File: config.mk
export PLATFORM = sky130hd
export DESIGN_NAME = active_mode_decel_controller
export DESIGN_NICKNAME = d
export VERILOG_FILES = /design/src/hw/active_mode_pkg.sv /design/src/hw/active_mode_channel.sv /design/src/hw/active_mode_decel_controller.sv
export SDC_FILE = /design/constraint.sdc
export NUM_CORES = 2
export LEC_CHECK = 0
export ABC_CLOCK_PERIOD_IN_PS = 13640
export BUFFER_PORTS_ARGS = -buffer_cell sky130_fd_sc_hd__buf_4
export CORE_AREA = 2 2 282 284
export DETAILED_ROUTE_END_ITERATION = 10
export DIE_AREA = 0 0 284 286
export PLACE_DENSITY = 0.82
export SYNTH_ARGS = -nofsm -noshare
export SYNTH_HDL_FRONTEND = slang
export SYNTH_SLANG_ARGS = --single-unit
File: constraint.sdc
create_clock -name i_clk_sys -period 13.64 [get_ports i_clk_sys]
set_input_delay 0 -clock i_clk_sys [delete_from_list [all_inputs] [get_ports i_clk_sys]]
set_output_delay 0 -clock i_clk_sys [all_outputs]
set_load 0.03 [all_outputs]
File: src/hw/active_mode_pkg.sv
/*
 Package for the active stop mode controller: register offsets, field
 positions, reset values, setting ranges, timing constants and state codes.
 Assumes a 50 MHz system clock and a 125 us control cycle strobe.
*/
package active_mode_pkg;

   // Register word offsets on the plain register port
   localparam logic [3:0] REG_CTRL        = 4'h0;
   localparam logic [3:0] REG_DECEL_A     = 4'h1;
   localparam logic [3:0] REG_DECEL_B     = 4'h2;
   localparam logic [3:0] REG_STOP_LVL    = 4'h3;
   localparam logic [3:0] REG_HOLD_TIME   = 4'h4;
   localparam logic [3:0] REG_POS_ERR_LVL = 4'h5;
   localparam logic [3:0] REG_SPD_REF_LVL = 4'h6;
   localparam logic [3:0] REG_STATUS      = 4'h7;
   localparam logic [3:0] REG_POS_ERR     = 4'h8;
   localparam logic [3:0] REG_SPEED_CMD   = 4'h9;

   // Control register fields
   localparam int CTRL_ENABLE_BIT = 0;
   localparam int CTRL_STOP_LSB   = 1;
   localparam int CTRL_STOP_W     = 2;

   // Status register fields
   localparam int STAT_CHAN_A_LSB = 0;
   localparam int STAT_CHAN_B_LSB = 2;
   localparam int STAT_REQ_A_BIT  = 4;
   localparam int STAT_REQ_B_BIT  = 5;
   localparam int STAT_TORQ_BIT   = 8;
   localparam int STAT_ACTIVE_BIT = 16;

   // Reset values
   localparam logic [31:0] DECEL_RST       = 32'h0000_2710;
   localparam logic [31:0] STOP_LVL_RST    = 32'h0000_000A;
   localparam logic [31:0] HOLD_TIME_RST   = 32'h0000_0064;
   localparam logic [31:0] POS_ERR_LVL_RST = 32'h0000_0064;
   localparam logic [31:0] SPD_REF_LVL_RST = 32'h0000_000A;

   // Setting ranges
   localparam logic [31:0] DECEL_MIN       = 32'h0000_0001;
   localparam logic [31:0] DECEL_MAX       = 32'h0000_7530;
   localparam logic [31:0] LVL_MIN         = 32'h0000_0000;
   localparam logic [31:0] SPEED_LVL_MAX   = 32'h0000_2710;
   localparam logic [31:0] HOLD_TIME_MAX   = 32'h0000_2710;
   localparam logic [31:0] POS_ERR_LVL_MIN = 32'h0000_0001;
   localparam logic [31:0] POS_ERR_LVL_MAX = 32'h3FFF_FFFF;

   // Timing
   localparam int CLK_HZ         = 50_000_000;
   localparam int TIMEBASE_MS    = 10;
   localparam int TIMEBASE_CYC   = CLK_HZ / 1000 * TIMEBASE_MS;
   localparam int CTRL_PERIOD_US = 125;
   localparam int RAMP_FRAC      = 20;
   // Ramp step per tick = decel * period, in Q20, via a 2^30 scale
   localparam logic [63:0] RAMP_STEP_NUM =
      ((64'(CTRL_PERIOD_US) << 30) + 64'd999999) / 64'd1000000;

   // Control modes from the drive
   typedef enum logic [1:0] {
      MODE_POSITION = 2'b00,
      MODE_SPEED    = 2'b01,
      MODE_TORQUE   = 2'b10
   } ctrl_mode_t;

   // Per-channel active mode states, Gray along the usual path
   typedef enum logic [1:0] {
      ST_STANDBY = 2'b00,
      ST_DECEL   = 2'b01,
      ST_HOLD    = 2'b11,
      ST_RELEASE = 2'b10
   } chan_state_t;

endpackage

File: src/hw/active_mode_channel.sv
/*
 One channel of the active stop mode: state machine, deceleration ramp,
 stop detection and hold timer with its own 10 ms timebase.
 Assumes all inputs are already in the system clock domain.
*/
`timescale 1ns/1ps
module active_mode_channel
   import active_mode_pkg::*;
#(
   parameter int P_TB_CYCLES = TIMEBASE_CYC
) (
   // Clock and reset
   input  wire logic        i_clk_sys,
   input  wire logic        i_reset,
   // Conditions
   input  wire logic        i_arm,
   input  wire logic        i_req,
   input  wire logic        i_kill,
   input  wire logic        i_servo_on,
   input  wire logic        i_release_ok,
   input  wire logic        i_ctrl_tick,
   // Settings and feedback
   input  wire logic [31:0] i_motor_abs,
   input  wire logic [31:0] i_stop_level,
   input  wire logic [31:0] i_decel,
   input  wire logic [31:0] i_hold_time,
   // Results
   output logic             o_active,
   output logic [31:0]      o_speed,
   output chan_state_t      o_state
);

   chan_state_t state_q;
   logic [51:0] ramp_q;
   logic [19:0] tb_cnt_q;
   logic [13:0] hold_cnt_q;
   logic        stopped;
   logic        hold_done;
   logic [63:0] step_wide;
   logic [51:0] step;

   assign stopped   = i_motor_abs <= i_stop_level;
   assign hold_done = {18'h0, hold_cnt_q} >= i_hold_time;
   assign step_wide = (64'(i_decel) * RAMP_STEP_NUM) >> 10;
   assign step      = step_wide[51:0];

   always_ff @(posedge i_clk_sys) begin
      if (i_reset || i_kill) begin
         state_q <= ST_STANDBY;
      end else begin
         unique case (state_q)
            ST_STANDBY: if (i_arm && !i_req) state_q <= ST_DECEL;
            ST_DECEL:   if (stopped) state_q <= ST_HOLD;
            // Request input ignored until hold expires
            ST_HOLD:    if (hold_done) state_q <= ST_RELEASE;
            ST_RELEASE: begin
               if (i_req && !i_servo_on && i_release_ok) begin
                  state_q <= ST_STANDBY;
               end
            end
         endcase
      end
   end

   // Ramp from the speed at takeover, clamped at zero
   always_ff @(posedge i_clk_sys) begin
      if (i_reset) begin
         ramp_q <= 52'h0;
      end else if (state_q == ST_STANDBY) begin
         ramp_q <= {i_motor_abs, 20'h0};
      end else if (state_q == ST_DECEL && i_ctrl_tick) begin
         ramp_q <= (ramp_q > step) ? ramp_q - step : 52'h0;
      end else if (state_q != ST_DECEL) begin
         ramp_q <= 52'h0;
      end
   end

   // Timebase held clear outside ST_HOLD; counting starts on entry to ST_HOLD, the cycle after the first stopped cycle
   always_ff @(posedge i_clk_sys) begin
      if (i_reset || state_q != ST_HOLD) begin
         tb_cnt_q   <= 20'h0;
         hold_cnt_q <= 14'h0;
      end else if (tb_cnt_q == 20'(P_TB_CYCLES - 1)) begin
         tb_cnt_q   <= 20'h0;
         hold_cnt_q <= hold_done ? hold_cnt_q : hold_cnt_q + 14'h1;
      end else begin
         tb_cnt_q   <= tb_cnt_q + 20'h1;
      end
   end

   assign o_active = state_q != ST_STANDBY;
   assign o_speed  = ramp_q[RAMP_FRAC +: 32];
   assign o_state  = state_q;

endmodule

File: src/hw/active_mode_decel_controller.sv
/*
 Active stop mode controller: two channel state machines, speed override
 combining, position error tracking, release checks and register port.
 Assumes loop signals and the control tick come from the system clock
 domain; the safety request inputs are asynchronous pins.
*/
`timescale 1ns/1ps

// Summary of operation
// - Request input low with mode enabled: take over with internal ramp.
// - Separate deceleration constants A and B, 1..30000, default 10000.
// - Active stop works only in position or speed control.
// - Trigger in torque control turns servo off, stop per method select.
// - Release needs servo-on inactive and that request input active.
// - Active stop mode is enabled or disabled by a setting.
// - Show the active stop indication while active.
// - Channels A and B run independent state machines.
// - Both channels active: command the lower of the two ramp speeds.
// - Servo-ready loss or any alarm cancels active mode at once.
// - Motor stopped when speed falls to stop level, 0..10000, default 10.
// - Hold stopped motor for hold time, 0..10000 x 10 ms, default 100.
// - During hold, ignore request inputs; release only after expiry.
// - Position control: accumulate host reference minus motor position.
// - No release while position error exceeds level, default 100.
// - Speed control: stay active while host reference exceeds level.
// - Status bit 16 reads 1 while active, else 0.
module active_mode_decel_controller
   import active_mode_pkg::*;
#(
   parameter int P_TB_CYCLES = TIMEBASE_CYC
) (
   // Clock and reset
   input  wire logic        i_clk_sys,
   input  wire logic        i_reset,
   // Register port
   input  wire logic [3:0]  i_reg_addr,
   input  wire logic [31:0] i_reg_wdata,
   input  wire logic        i_reg_wr,
   input  wire logic        i_reg_rd,
   output logic [31:0]      o_reg_rdata,
   // Safety request pins
   input  wire logic        i_safety_req_a,
   input  wire logic        i_safety_req_b,
   // Drive state
   input  wire logic [1:0]  i_ctrl_mode,
   input  wire logic        i_servo_on,
   input  wire logic        i_servo_ready,
   input  wire logic        i_alarm,
   input  wire logic        i_ctrl_tick,
   // References and feedback, signed
   input  wire logic [31:0] i_host_speed_ref,
   input  wire logic [31:0] i_motor_speed,
   input  wire logic [31:0] i_pos_ref_delta,
   input  wire logic [31:0] i_pos_fb_delta,
   // Loop outputs
   output logic             o_decel_override,
   output logic [31:0]      o_decel_speed,
   output logic             o_decel_dir_neg,
   output logic             o_servo_off,
   output logic [1:0]       o_stop_method_select,
   output logic             o_active_stop_indication,
   output logic [39:0]      o_pos_error
);

   // Magnitude of a signed word; most negative value saturates
   function automatic logic [31:0] abs32(input logic [31:0] v);
      logic [31:0] r;
      r = v[31] ? (32'h0 - v) : v;
      if (r[31]) begin
         r = 32'h7FFF_FFFF;
      end
      return r;
   endfunction

   // Clamp a written setting into its legal range
   function automatic logic [31:0] clamp32(input logic [31:0] v,
                                           input logic [31:0] lo,
                                           input logic [31:0] hi);
      logic [31:0] r;
      r = v;
      if (v < lo) begin
         r = lo;
      end else if (v > hi) begin
         r = hi;
      end
      return r;
   endfunction

   // Synchronisers for the safety request pins
   logic [1:0]  req_a_sync_q;
   logic [1:0]  req_b_sync_q;
   logic        req_a;
   logic        req_b;

   // Settings
   logic        enable_q;
   logic [1:0]  stop_method_q;
   logic [31:0] decel_a_q;
   logic [31:0] decel_b_q;
   logic [31:0] stop_lvl_q;
   logic [31:0] hold_time_q;
   logic [31:0] pos_err_lvl_q;
   logic [31:0] spd_ref_lvl_q;

   // State
   logic [39:0] pos_err_q;
   logic [39:0] pos_err_abs;
   logic [31:0] speed_cmd_q;
   logic        override_q;
   logic        dir_neg_q;
   logic        servo_off_q;
   logic [31:0] rdata_q;
   logic [31:0] rdata_d;
   logic [31:0] status;

   // Decode
   ctrl_mode_t  mode;
   logic        mode_ok;
   logic        torque_mode;
   logic        kill;
   logic        release_ok;
   logic [31:0] motor_abs;
   logic [31:0] host_ref_abs;
   logic        any_active;

   // Per-channel vectors
   logic [1:0]       chan_req;
   logic [1:0]       chan_active;
   logic [31:0]      chan_speed [2];
   logic [31:0]      chan_decel [2];
   chan_state_t      chan_state [2];

   always_ff @(posedge i_clk_sys) begin
      if (i_reset) begin
         req_a_sync_q <= 2'b00;
         req_b_sync_q <= 2'b00;
      end else begin
         req_a_sync_q <= {req_a_sync_q[0], i_safety_req_a};
         req_b_sync_q <= {req_b_sync_q[0], i_safety_req_b};
      end
   end

   assign req_a = req_a_sync_q[1];
   assign req_b = req_b_sync_q[1];

   assign mode         = ctrl_mode_t'(i_ctrl_mode);
   assign mode_ok      = mode == MODE_POSITION || mode == MODE_SPEED;
   assign torque_mode  = mode == MODE_TORQUE;
   assign kill         = !i_servo_ready || i_alarm;
   assign motor_abs    = abs32(i_motor_speed);
   assign host_ref_abs = abs32(i_host_speed_ref);
   assign pos_err_abs  = pos_err_q[39] ? (40'h0 - pos_err_q) : pos_err_q;
   assign any_active   = |chan_active;

   // Release check depends on the loop's current control mode
   always_comb begin
      release_ok = 1'b1;
      if (mode == MODE_POSITION) begin
         release_ok = pos_err_abs <= {8'h0, pos_err_lvl_q};
      end else if (mode == MODE_SPEED) begin
         release_ok = host_ref_abs <= spd_ref_lvl_q;
      end
   end

   // Register writes; out-of-range values are clamped, effective at once
   always_ff @(posedge i_clk_sys) begin
      if (i_reset) begin
         enable_q      <= 1'b0;
         stop_method_q <= 2'b00;
         decel_a_q     <= DECEL_RST;
         decel_b_q     <= DECEL_RST;
         stop_lvl_q    <= STOP_LVL_RST;
         hold_time_q   <= HOLD_TIME_RST;
         pos_err_lvl_q <= POS_ERR_LVL_RST;
         spd_ref_lvl_q <= SPD_REF_LVL_RST;
      end else if (i_reg_wr) begin
         unique case (i_reg_addr)
            REG_CTRL: begin
               enable_q      <= i_reg_wdata[CTRL_ENABLE_BIT];
               stop_method_q <= i_reg_wdata[CTRL_STOP_LSB +: CTRL_STOP_W];
            end
            REG_DECEL_A: begin
               decel_a_q <= clamp32(i_reg_wdata, DECEL_MIN, DECEL_MAX);
            end
            REG_DECEL_B: begin
               decel_b_q <= clamp32(i_reg_wdata, DECEL_MIN, DECEL_MAX);
            end
            REG_STOP_LVL: begin
               stop_lvl_q <= clamp32(i_reg_wdata, LVL_MIN, SPEED_LVL_MAX);
            end
            REG_HOLD_TIME: begin
               hold_time_q <= clamp32(i_reg_wdata, LVL_MIN, HOLD_TIME_MAX);
            end
            REG_POS_ERR_LVL: begin
               pos_err_lvl_q <= clamp32(i_reg_wdata, POS_ERR_LVL_MIN,
                                        POS_ERR_LVL_MAX);
            end
            REG_SPD_REF_LVL: begin
               spd_ref_lvl_q <= clamp32(i_reg_wdata, LVL_MIN, SPEED_LVL_MAX);
            end
            default: begin
            end
         endcase
      end
   end

   assign chan_req      = {req_b, req_a};
   assign chan_decel[0] = decel_a_q;
   assign chan_decel[1] = decel_b_q;

   // One state machine per safety channel
   for (genvar c = 0; c < 2; c++) begin : g_chan
      active_mode_channel #(
         .P_TB_CYCLES (P_TB_CYCLES)
      ) u_chan (
         .i_clk_sys    (i_clk_sys),
         .i_reset      (i_reset),
         .i_arm        (enable_q && mode_ok),
         .i_req        (chan_req[c]),
         .i_kill       (kill),
         .i_servo_on   (i_servo_on),
         .i_release_ok (release_ok),
         .i_ctrl_tick  (i_ctrl_tick),
         .i_motor_abs  (motor_abs),
         .i_stop_level (stop_lvl_q),
         .i_decel      (chan_decel[c]),
         .i_hold_time  (hold_time_q),
         .o_active     (chan_active[c]),
         .o_speed      (chan_speed[c]),
         .o_state      (chan_state[c])
      );
   end

   // Speed override toward the loop
   always_ff @(posedge i_clk_sys) begin
      if (i_reset) begin
         speed_cmd_q <= 32'h0;
         override_q  <= 1'b0;
      end else begin
         override_q <= any_active;
         unique case (chan_active)
            2'b01:   speed_cmd_q <= chan_speed[0];
            2'b10:   speed_cmd_q <= chan_speed[1];
            2'b11: begin
               speed_cmd_q <= (chan_speed[0] < chan_speed[1]) ?
                              chan_speed[0] : chan_speed[1];
            end
            default: speed_cmd_q <= 32'h0;
         endcase
      end
   end

   // Direction frozen at takeover so the ramp keeps its sense
   always_ff @(posedge i_clk_sys) begin
      if (i_reset) begin
         dir_neg_q <= 1'b0;
      end else if (!any_active) begin
         dir_neg_q <= i_motor_speed[31];
      end
   end

   // Torque control cannot ramp: servo off and stop per method select
   always_ff @(posedge i_clk_sys) begin
      if (i_reset) begin
         servo_off_q <= 1'b0;
      end else begin
         servo_off_q <= enable_q && torque_mode && !(req_a && req_b);
      end
   end

   // Position error kept while active so release can be judged
   always_ff @(posedge i_clk_sys) begin
      if (i_reset || !any_active || mode != MODE_POSITION) begin
         pos_err_q <= 40'h0;
      end else if (i_ctrl_tick) begin
         pos_err_q <= pos_err_q + {{8{i_pos_ref_delta[31]}}, i_pos_ref_delta}
                      - {{8{i_pos_fb_delta[31]}}, i_pos_fb_delta};
      end
   end

   // Status word
   always_comb begin
      status                                = 32'h0;
      status[STAT_CHAN_A_LSB +: 2]          = chan_state[0];
      status[STAT_CHAN_B_LSB +: 2]          = chan_state[1];
      status[STAT_REQ_A_BIT]                = req_a;
      status[STAT_REQ_B_BIT]                = req_b;
      status[STAT_TORQ_BIT]                 = servo_off_q;
      status[STAT_ACTIVE_BIT]               = any_active;
   end

   // Read mux; unmapped offsets read zero
   always_comb begin
      rdata_d = 32'h0;
      unique case (i_reg_addr)
         REG_CTRL: begin
            rdata_d[CTRL_ENABLE_BIT]               = enable_q;
            rdata_d[CTRL_STOP_LSB +: CTRL_STOP_W]  = stop_method_q;
         end
         REG_DECEL_A:     rdata_d = decel_a_q;
         REG_DECEL_B:     rdata_d = decel_b_q;
         REG_STOP_LVL:    rdata_d = stop_lvl_q;
         REG_HOLD_TIME:   rdata_d = hold_time_q;
         REG_POS_ERR_LVL: rdata_d = pos_err_lvl_q;
         REG_SPD_REF_LVL: rdata_d = spd_ref_lvl_q;
         REG_STATUS:      rdata_d = status;
         REG_POS_ERR:     rdata_d = pos_err_q[31:0];
         REG_SPEED_CMD:   rdata_d = speed_cmd_q;
         default:         rdata_d = 32'h0;
      endcase
   end

   // Read data stand only in the cycle after the strobe
   always_ff @(posedge i_clk_sys) begin
      if (i_reset) begin
         rdata_q <= 32'h0;
      end else begin
         rdata_q <= i_reg_rd ? rdata_d : 32'h0;
      end
   end

   assign o_reg_rdata              = rdata_q;
   assign o_decel_override         = override_q;
   assign o_decel_speed            = speed_cmd_q;
   assign o_decel_dir_neg          = dir_neg_q;
   assign o_servo_off              = servo_off_q;
   assign o_stop_method_select     = stop_method_q;
   assign o_active_stop_indication = override_q;
   assign o_pos_error              = pos_err_q;

endmodule

Word level (Yosys, flattened, before mapping):

Index checks and enable logic that the tools add are counted.

* register bits after elaboration: 482
* word-level logic and storage cells: 176

* bitwise gates (word level): 3
* mux-type cells: 34
* reductions and logical operators: 53
* multiply operators: 2
* equality and inequality tests: 34
* add/sub/neg operators: 11
* $lt $le $gt $ge: 13

Operators with widths (count)
* 2-to-1 mux 52 bit: 8
* 2-to-1 mux 32 bit: 9
* case mux 29 bit (9 select lines): 1
* greater-than comparator 52 x 40 -> 1 bit: 2
* subtractor 52 x 40 -> 52 bit: 2
* multiplier 32 x 17 -> 49 bit (second input constant): 2
* case mux 32 bit (3 select lines): 1
* greater-or-equal comparator 14 x 32 -> 1 bit: 2
* less-than comparator 32 x 1 -> 1 bit (second input constant): 2
* subtractor 1 x 32 -> 32 bit (first input constant): 2
* 2-to-1 mux 31 bit: 2
* adder 20 x 1 -> 20 bit (second input constant): 2
* adder 40 bit: 1
* == test 20 x 19 -> 1 bit (second input constant): 2
* <= comparator 40 x 32 -> 1 bit: 1
* 2-to-1 mux 40 bit: 1
* subtractor 1 x 40 -> 40 bit (first input constant): 1
* subtractor 40 bit: 1
* greater-than comparator 32 x 14 -> 1 bit (second input constant): 1
* greater-than comparator 32 x 15 -> 1 bit (second input constant): 1
* greater-than comparator 32 x 30 -> 1 bit (second input constant): 1
* <= comparator 31 x 32 -> 1 bit: 1
* <= comparator 32 bit: 1
* less-than comparator 32 bit: 1
* other kinds (24): 102

Longest topological paths before layout:

* word-level depth: 9
* mapped depth: 35

Modules after synthesis:

Synthesis repeated with hierarchy kept, for this count alone.

* cells, all modules: 5948
* area total of the unflattened synthesis: 49034.5 um^2

By module, submodules not included
* active_mode_decel_controller: instances 1, area an instance 19449.9 um^2, cells each 2370
* active_mode_channel (g_chan[0].u_chan): instances 1, area an instance 14929.3 um^2, cells each 1815
* active_mode_channel (g_chan[1].u_chan): instances 1, area an instance 14655.3 um^2, cells each 1763

Least setup slack after synthesis:

Ideal clock, no wire load.

* path type: flip-flop to flip-flop
* from: reg decel_b_q[7]
* to: reg g_chan[1].u_chan.ramp_q[33]
* period minus slack after synthesis: 7.839 ns
* setup slack: 5.801 ns
* data arrival time: 7.769 ns
* stages on the path, launching flop included: 32
* data required time: 13.570 ns
* cells stage by stage: dfxtp_1 ha_1 ha_1 fa_1 inv_1 fa_1 inv_1 fa_1 fa_1 ha_1 a21oi_1 o21ai_0 a21oi_1 a21boi_1 o211ai_1 a21boi_1 o21ai_0 a21oi_1 xor2_1 ha_1 clkbuf_1 nand4_1 or3_1 nor4_1 inv_1 o21a_1 o21ai_1 a2111oi_1 or2_0 clkbuf_1 or4_1 a21oi_1

* longest elaborated chain between the ends: 5
* elaborated cells on any way between the ends: 6
* classes of those cells: add/sub (1); mul (1); order compare (1); mux (3)

Ends and longest elaborated chain
* start: declaration: line active_mode_decel_controller.sv:99 `logic [31:0] decel_b_q;`
* start signal: assignment: line active_mode_decel_controller.sv:186 `decel_b_q <= clamp32(i_reg_wdata, DECEL_MIN, DECEL_MAX);`
* multiplier 32 x 17 -> 49 bit (*): line active_mode_channel.sv:44 `assign step_wide = (64'(i_decel) * RAMP_STEP_NUM) >> 10;`
* subtractor 52 x 40 -> 52 bit or greater-than comparator 52 x 40 -> 1 bit (tied branches): line active_mode_channel.sv:72 `ramp_q <= (ramp_q > step) ? ramp_q - step : 52'h0;`
* 2-to-1 mux 52 bit (*): line active_mode_channel.sv:72
* 2-to-1 mux 52 bit (*): line active_mode_channel.sv:71 `end else if (state_q == ST_DECEL && i_ctrl_tick) begin`
* 2-to-1 mux 52 bit (*): line active_mode_channel.sv:69 `end else if (state_q == ST_STANDBY) begin`
* end signal: assignment: line active_mode_channel.sv:70 `ramp_q <= {i_motor_abs, 20'h0};`
* end signal: assignment: line active_mode_channel.sv:72
* end: declaration: line active_mode_channel.sv:34 `logic [51:0] ramp_q;`

Every way passes the cells marked *; elsewhere a longest branch is shown, timed or not.
A chain may end at the register's enable or synchronous reset.

Worst setup path in the final report:

* from: reg decel_b_q[7]
* to: reg g_chan[1].u_chan.ramp_q[48]

Same word-level chain as after synthesis.

==> reports/qor.csv <==
stage;metric;value;unit
global_route;initial antenna violation count;14;
critical_path;category of the critical setup timing path;flop to flop;
logic_synthesis;dominant cells by area after synthesis;sky130_fd_sc_hd__dfxtp_1 (21%), sky130_fd_sc_hd__ha_1 (20%), sky130_fd_sc_hd__fa_1 (11%);
global_route;largest net degree at the start of global routing;87;
worst_hold_path;Worst Hold Path Cells;4;
critical_path;maximum net fanout on the critical path;21;
logic_synthesis;Main synth FF type;sky130_fd_sc_hd__dfxtp_1;
global_route;aggregate global-route resource usage;0.3790;
critical_path;Worst Path Arrival;10.34;ns
clock_network;CTS max path bufs;3;
place;Detailed Place HPWL;123400;um
critical_path;data required time of the critical path;14.19;ns
finish;end-of-flow core utilization;0.6648;
sta;sum of negative setup slack;0;ns
global_route;vias in the first global route;41440;
floorplanning;starting density of the core;0.5920;
finish;number of standard cells in the final layout excluding fillers;6830;
finish;ratio of cells with drive above 1 in the final layout;0.08749;
clock_network;number of clock sinks;482;
logic_synthesis;most common library cells after synthesis;sky130_fd_sc_hd__inv_1 (767), sky130_fd_sc_hd__ha_1 (737), sky130_fd_sc_hd__dfxtp_1 (482);
pwr;PD cells;83.14;mW/mm^2
finish;number of nets in the layout;6884;
floorplanning;Top-Level Pins;286;
clock_network;clock slew at the register clock pins of the worst setup and hold paths;0.06;ns
clock_network;source-to-sink clock delay at the later pin of the worst-skew pair;0.67;ns
sta;highest clock frequency the design can meet;0.1021;GHz
pwr;worst-case vdd ir drop;102.1;uV
logic_synthesis;sequential cell area fraction in the yosys report;0.2080;
sta;transition at the pin with the smallest max-transition slack;1.253;ns
logic_synthesis;leading area contributor after synthesis;sky130_fd_sc_hd__dfxtp_1;
logic_synthesis;syn_nets;6652;
logic_synthesis;number of flops mapped to enable cells by yosys;0;
logic_synthesis;total of warnings raised by yosys;0;
logic_synthesis;synthesized area;0.04639;mm^2
route;DRC Markers;0;
place;standard cell area after detailed placement;0.04932;mm^2
floorplanning;Die Span Y;286;um
critical_path;Worst Setup End Kind;flop;
sta;share of the clock period used by the worst path;0.7177;
sta;count of endpoints failing hold in the final timing report;0;
logic_synthesis;fraction of post-synthesis cell area in the top cell type by area;0.2080;
logic_synthesis;most numerous cell in the Yosys netlist;sky130_fd_sc_hd__inv_1;
logic_synthesis;post-synthesis async set-or-reset flop share;0;
route;detail-routed net length per standard cell;23.14;um
logic_synthesis;average size of a mapped cell;8.443;um^2
clock_network;CTS tree;done;
floorplanning;full die area;0.08122;mm^2
route;total detailed-routing wirelength;158000;um
clock_network;Root Buffer;sky130_fd_sc_hd__clkbuf_16;
sta;unrepaired setup endpoints after global routing;no;
sta;Setup Skew;0.03870;ns
floorplanning;standard cell core area;0.07836;mm^2
worst_hold_path;class of the tightest hold or removal check;input pin to flop;
critical_path;largest incremental delay on the critical path;0.64;ns
clock_network;H-Tree Depth;2;
sta;count of endpoints failing setup in the final report;0;
place;final weighted congestion in routability-driven placement;1.010;
critical_path;depth of the most critical reg-to-reg path;31;
place;count of input and output buffers;285;
floorplanning;Site Rows;103;
route;first-pass iteration count of the detailed router;10;
logic_synthesis;Cells after Synth;5494;
logic_synthesis;count of state elements after synthesis;482;
finish;area occupied by multi-input gates;0.03309;mm^2
clock_network;clock buffer count from CTS;55;
job;count of maximum capacitance violations;0;
finish;Fillers;6346;
place;Post-Place Cells;6652;
outcome;outcome;finished, final reports clean;
critical_path;standard cell with the maximum stage delay on the critical path;sky130_fd_sc_hd__nor2_2;
global_route;GR Overflow Total;0;
finish;Sequential cell area;0.009649;mm^2
logic_synthesis;number of unique standard cell types used by synthesis;99;
route;number of antenna-violating nets in the routed design;0;
route;post-detailed-route via-to-cell ratio;6.322;
finish;total non-filler cell area in the finished layout;0.05209;mm^2
floorplanning;horizontal die dimension;284;um
global_route;wire length of the first global-routing pass;239800;um
critical_path;Startpoint Class;flop;
sta;relative max-transition margin;0.1567;
sta;Tmin final;9.790;ns
sta;number of pins exceeding their max-slew limit in the final report;0;
pwr;leakage component of the power;25.11;nW
route;number of DRC violations after detailed-routing iteration 0;4299;
route;number of vias after detailed routing;43180;
finish;Layout area overhead;12.29;%
==> per-layer routing <==
layer | up-vias | GRT usage | wire length, um
li1 | 19740 | - | -
met3 | 575 | 0.1061 | 17540
met5 | - | 0 | 88
met1 | 20620 | 0.4743 | 60850
met2 | 2230 | 0.5888 | 69630
met4 | 16 | 0.2146 | 9930
==> placed cells by master, fill, tap and decap left out, types with 17 or more instances in the layout <==
cell,instances
sky130_fd_sc_hd__inv_1,766
sky130_fd_sc_hd__ha_1,737
sky130_fd_sc_hd__dfxtp_1,482
sky130_fd_sc_hd__nor2_1,412
sky130_fd_sc_hd__nand2_1,325
sky130_fd_sc_hd__buf_4,315
sky130_fd_sc_hd__a21oi_1,278
sky130_fd_sc_hd__fa_1,245
sky130_fd_sc_hd__a21o_1,172
sky130_fd_sc_hd__a22oi_1,167
sky130_fd_sc_hd__xnor2_1,160
sky130_fd_sc_hd__o21ai_0,155
sky130_fd_sc_hd__xor2_1,152
sky130_fd_sc_hd__nor3_1,129
sky130_fd_sc_hd__nand3_1,94
sky130_fd_sc_hd__nand4_1,85
sky130_fd_sc_hd__and3_1,83
sky130_fd_sc_hd__a211oi_1,71
sky130_fd_sc_hd__dlygate4sd3_1,67
sky130_fd_sc_hd__clkbuf_16,55
sky130_fd_sc_hd__nor2b_1,49
sky130_fd_sc_hd__a22o_1,46
sky130_fd_sc_hd__nand2b_1,41
sky130_fd_sc_hd__a31oi_1,40
sky130_fd_sc_hd__o31ai_1,37
sky130_fd_sc_hd__or3_1,36
sky130_fd_sc_hd__o211ai_1,36
sky130_fd_sc_hd__mux2i_1,36
sky130_fd_sc_hd__a222oi_1,35
sky130_fd_sc_hd__nor4_1,32
sky130_fd_sc_hd__a41oi_1,32
sky130_fd_sc_hd__o21a_1,27
sky130_fd_sc_hd__o21bai_1,25
sky130_fd_sc_hd__o22ai_1,24
sky130_fd_sc_hd__a221oi_1,22
sky130_fd_sc_hd__and2_1,21
sky130_fd_sc_hd__or2_2,19
sky130_fd_sc_hd__or4_1,17
==> cell families (layout without fill, tap and decap cells) <==
kind of cell,Yosys count,after routing,share of synthesized area
xor gates and xnor gates,312,312,0.05891
AOI/OAI and AO/OA,1279,1279,0.1906
DFF,482,482,0.2080
and+or+nand+nor,1421,1421,0.1492
other,0,8,0
buffers and inverters,977,1255,0.07979
adders and majority gates,982,982,0.3045
muxes,41,41,0.008982
==> sequential cells by signal (all words and copies together), names as in the netlist, 32 cells and up <==
register / count
g_chan.u_chan.ramp_q: 104
o_decel_speed: 32
pos_err_lvl_q: 32
hold_time_q: 32
o_reg_rdata: 32
stop_lvl_q: 32
decel_b_q: 32
g_chan.u_chan.tb_cnt_q: 40
spd_ref_lvl_q: 32
o_pos_error: 40
decel_a_q: 32
==> critical path, delay by kind of cell, from the launching register on <==
kind                       cells  cell delay [ns]
AOI/OAI and AO/OA             12             2.98
xor gates and xnor gates       1             0.09
adders and majority gates      8             3.41
buffers and inverters          5             0.75
DFF                            1             0.59
and+or+nand+nor                5             1.85
==> repair_timing <==
item                                   4_1_cts  5_1_grt
endpoints found under the hold margin      198        0
hold buffers                                67        0
setup buffers                                0        0
resized for setup                            0        0
==> power breakdown <==
group	leakage [nW]	internal, mW	switching [mW]
sequential	3.90	1.43	0.0403
clock	1.02	1.03	0.683
combinational	20.2	0.473	0.679
==> cell type report <==
| type | instances | area share |
|---|---|---|
| repair buffers | 383 | 0.05849 |
| multi-input cells | 4035 | 0.6353 |
| flip-flops and latches | 482 | 0.1852 |
| inverters | 769 | 0.05542 |
| clock inverters | 31 | 0.009752 |
| clock buffers | 72 | 0.03015 |
| diodes | 8 | 0.0003843 |
| well taps | 1050 | 0.02522 |
==> through the flow <==
| stage | hold slack (ns) | worst slack [ns] | total power, mW |
|---|---|---|---|
| detailed placement | 0.2249 | 4.171 | 2.598 |
| finish | 0.03731 | 3.850 | 4.330 |
| CTS | 0.002279 | 4.038 | 4.305 |
| global route | 0.07309 | 3.221 | 4.501 |
| floorplan | 0.1282 | 5.801 | 2.293 |
| global placement | 0.2189 | 4.324 | 2.576 |
==> final timing paths <==
kind / endpoint / slack [ns] / startpoint
max: g_chan[1].u_chan.ramp_q[48]$_SDFFE_PP0P_ / 3.85 / decel_b_q[7]$_SDFFE_PP0P_
min: g_chan[0].u_chan.ramp_q[50]$_SDFFE_PP0P_ / 0.04 / i_motor_speed[30]
max reg2reg: g_chan[1].u_chan.ramp_q[48]$_SDFFE_PP0P_ / 3.85 / decel_b_q[7]$_SDFFE_PP0P_
min reg2reg: g_chan[1].u_chan.tb_cnt_q[0]$_SDFF_PP0_ / 0.46 / g_chan[1].u_chan.tb_cnt_q[0]$_SDFF_PP0_
Power figures use the tool's default switching activity.
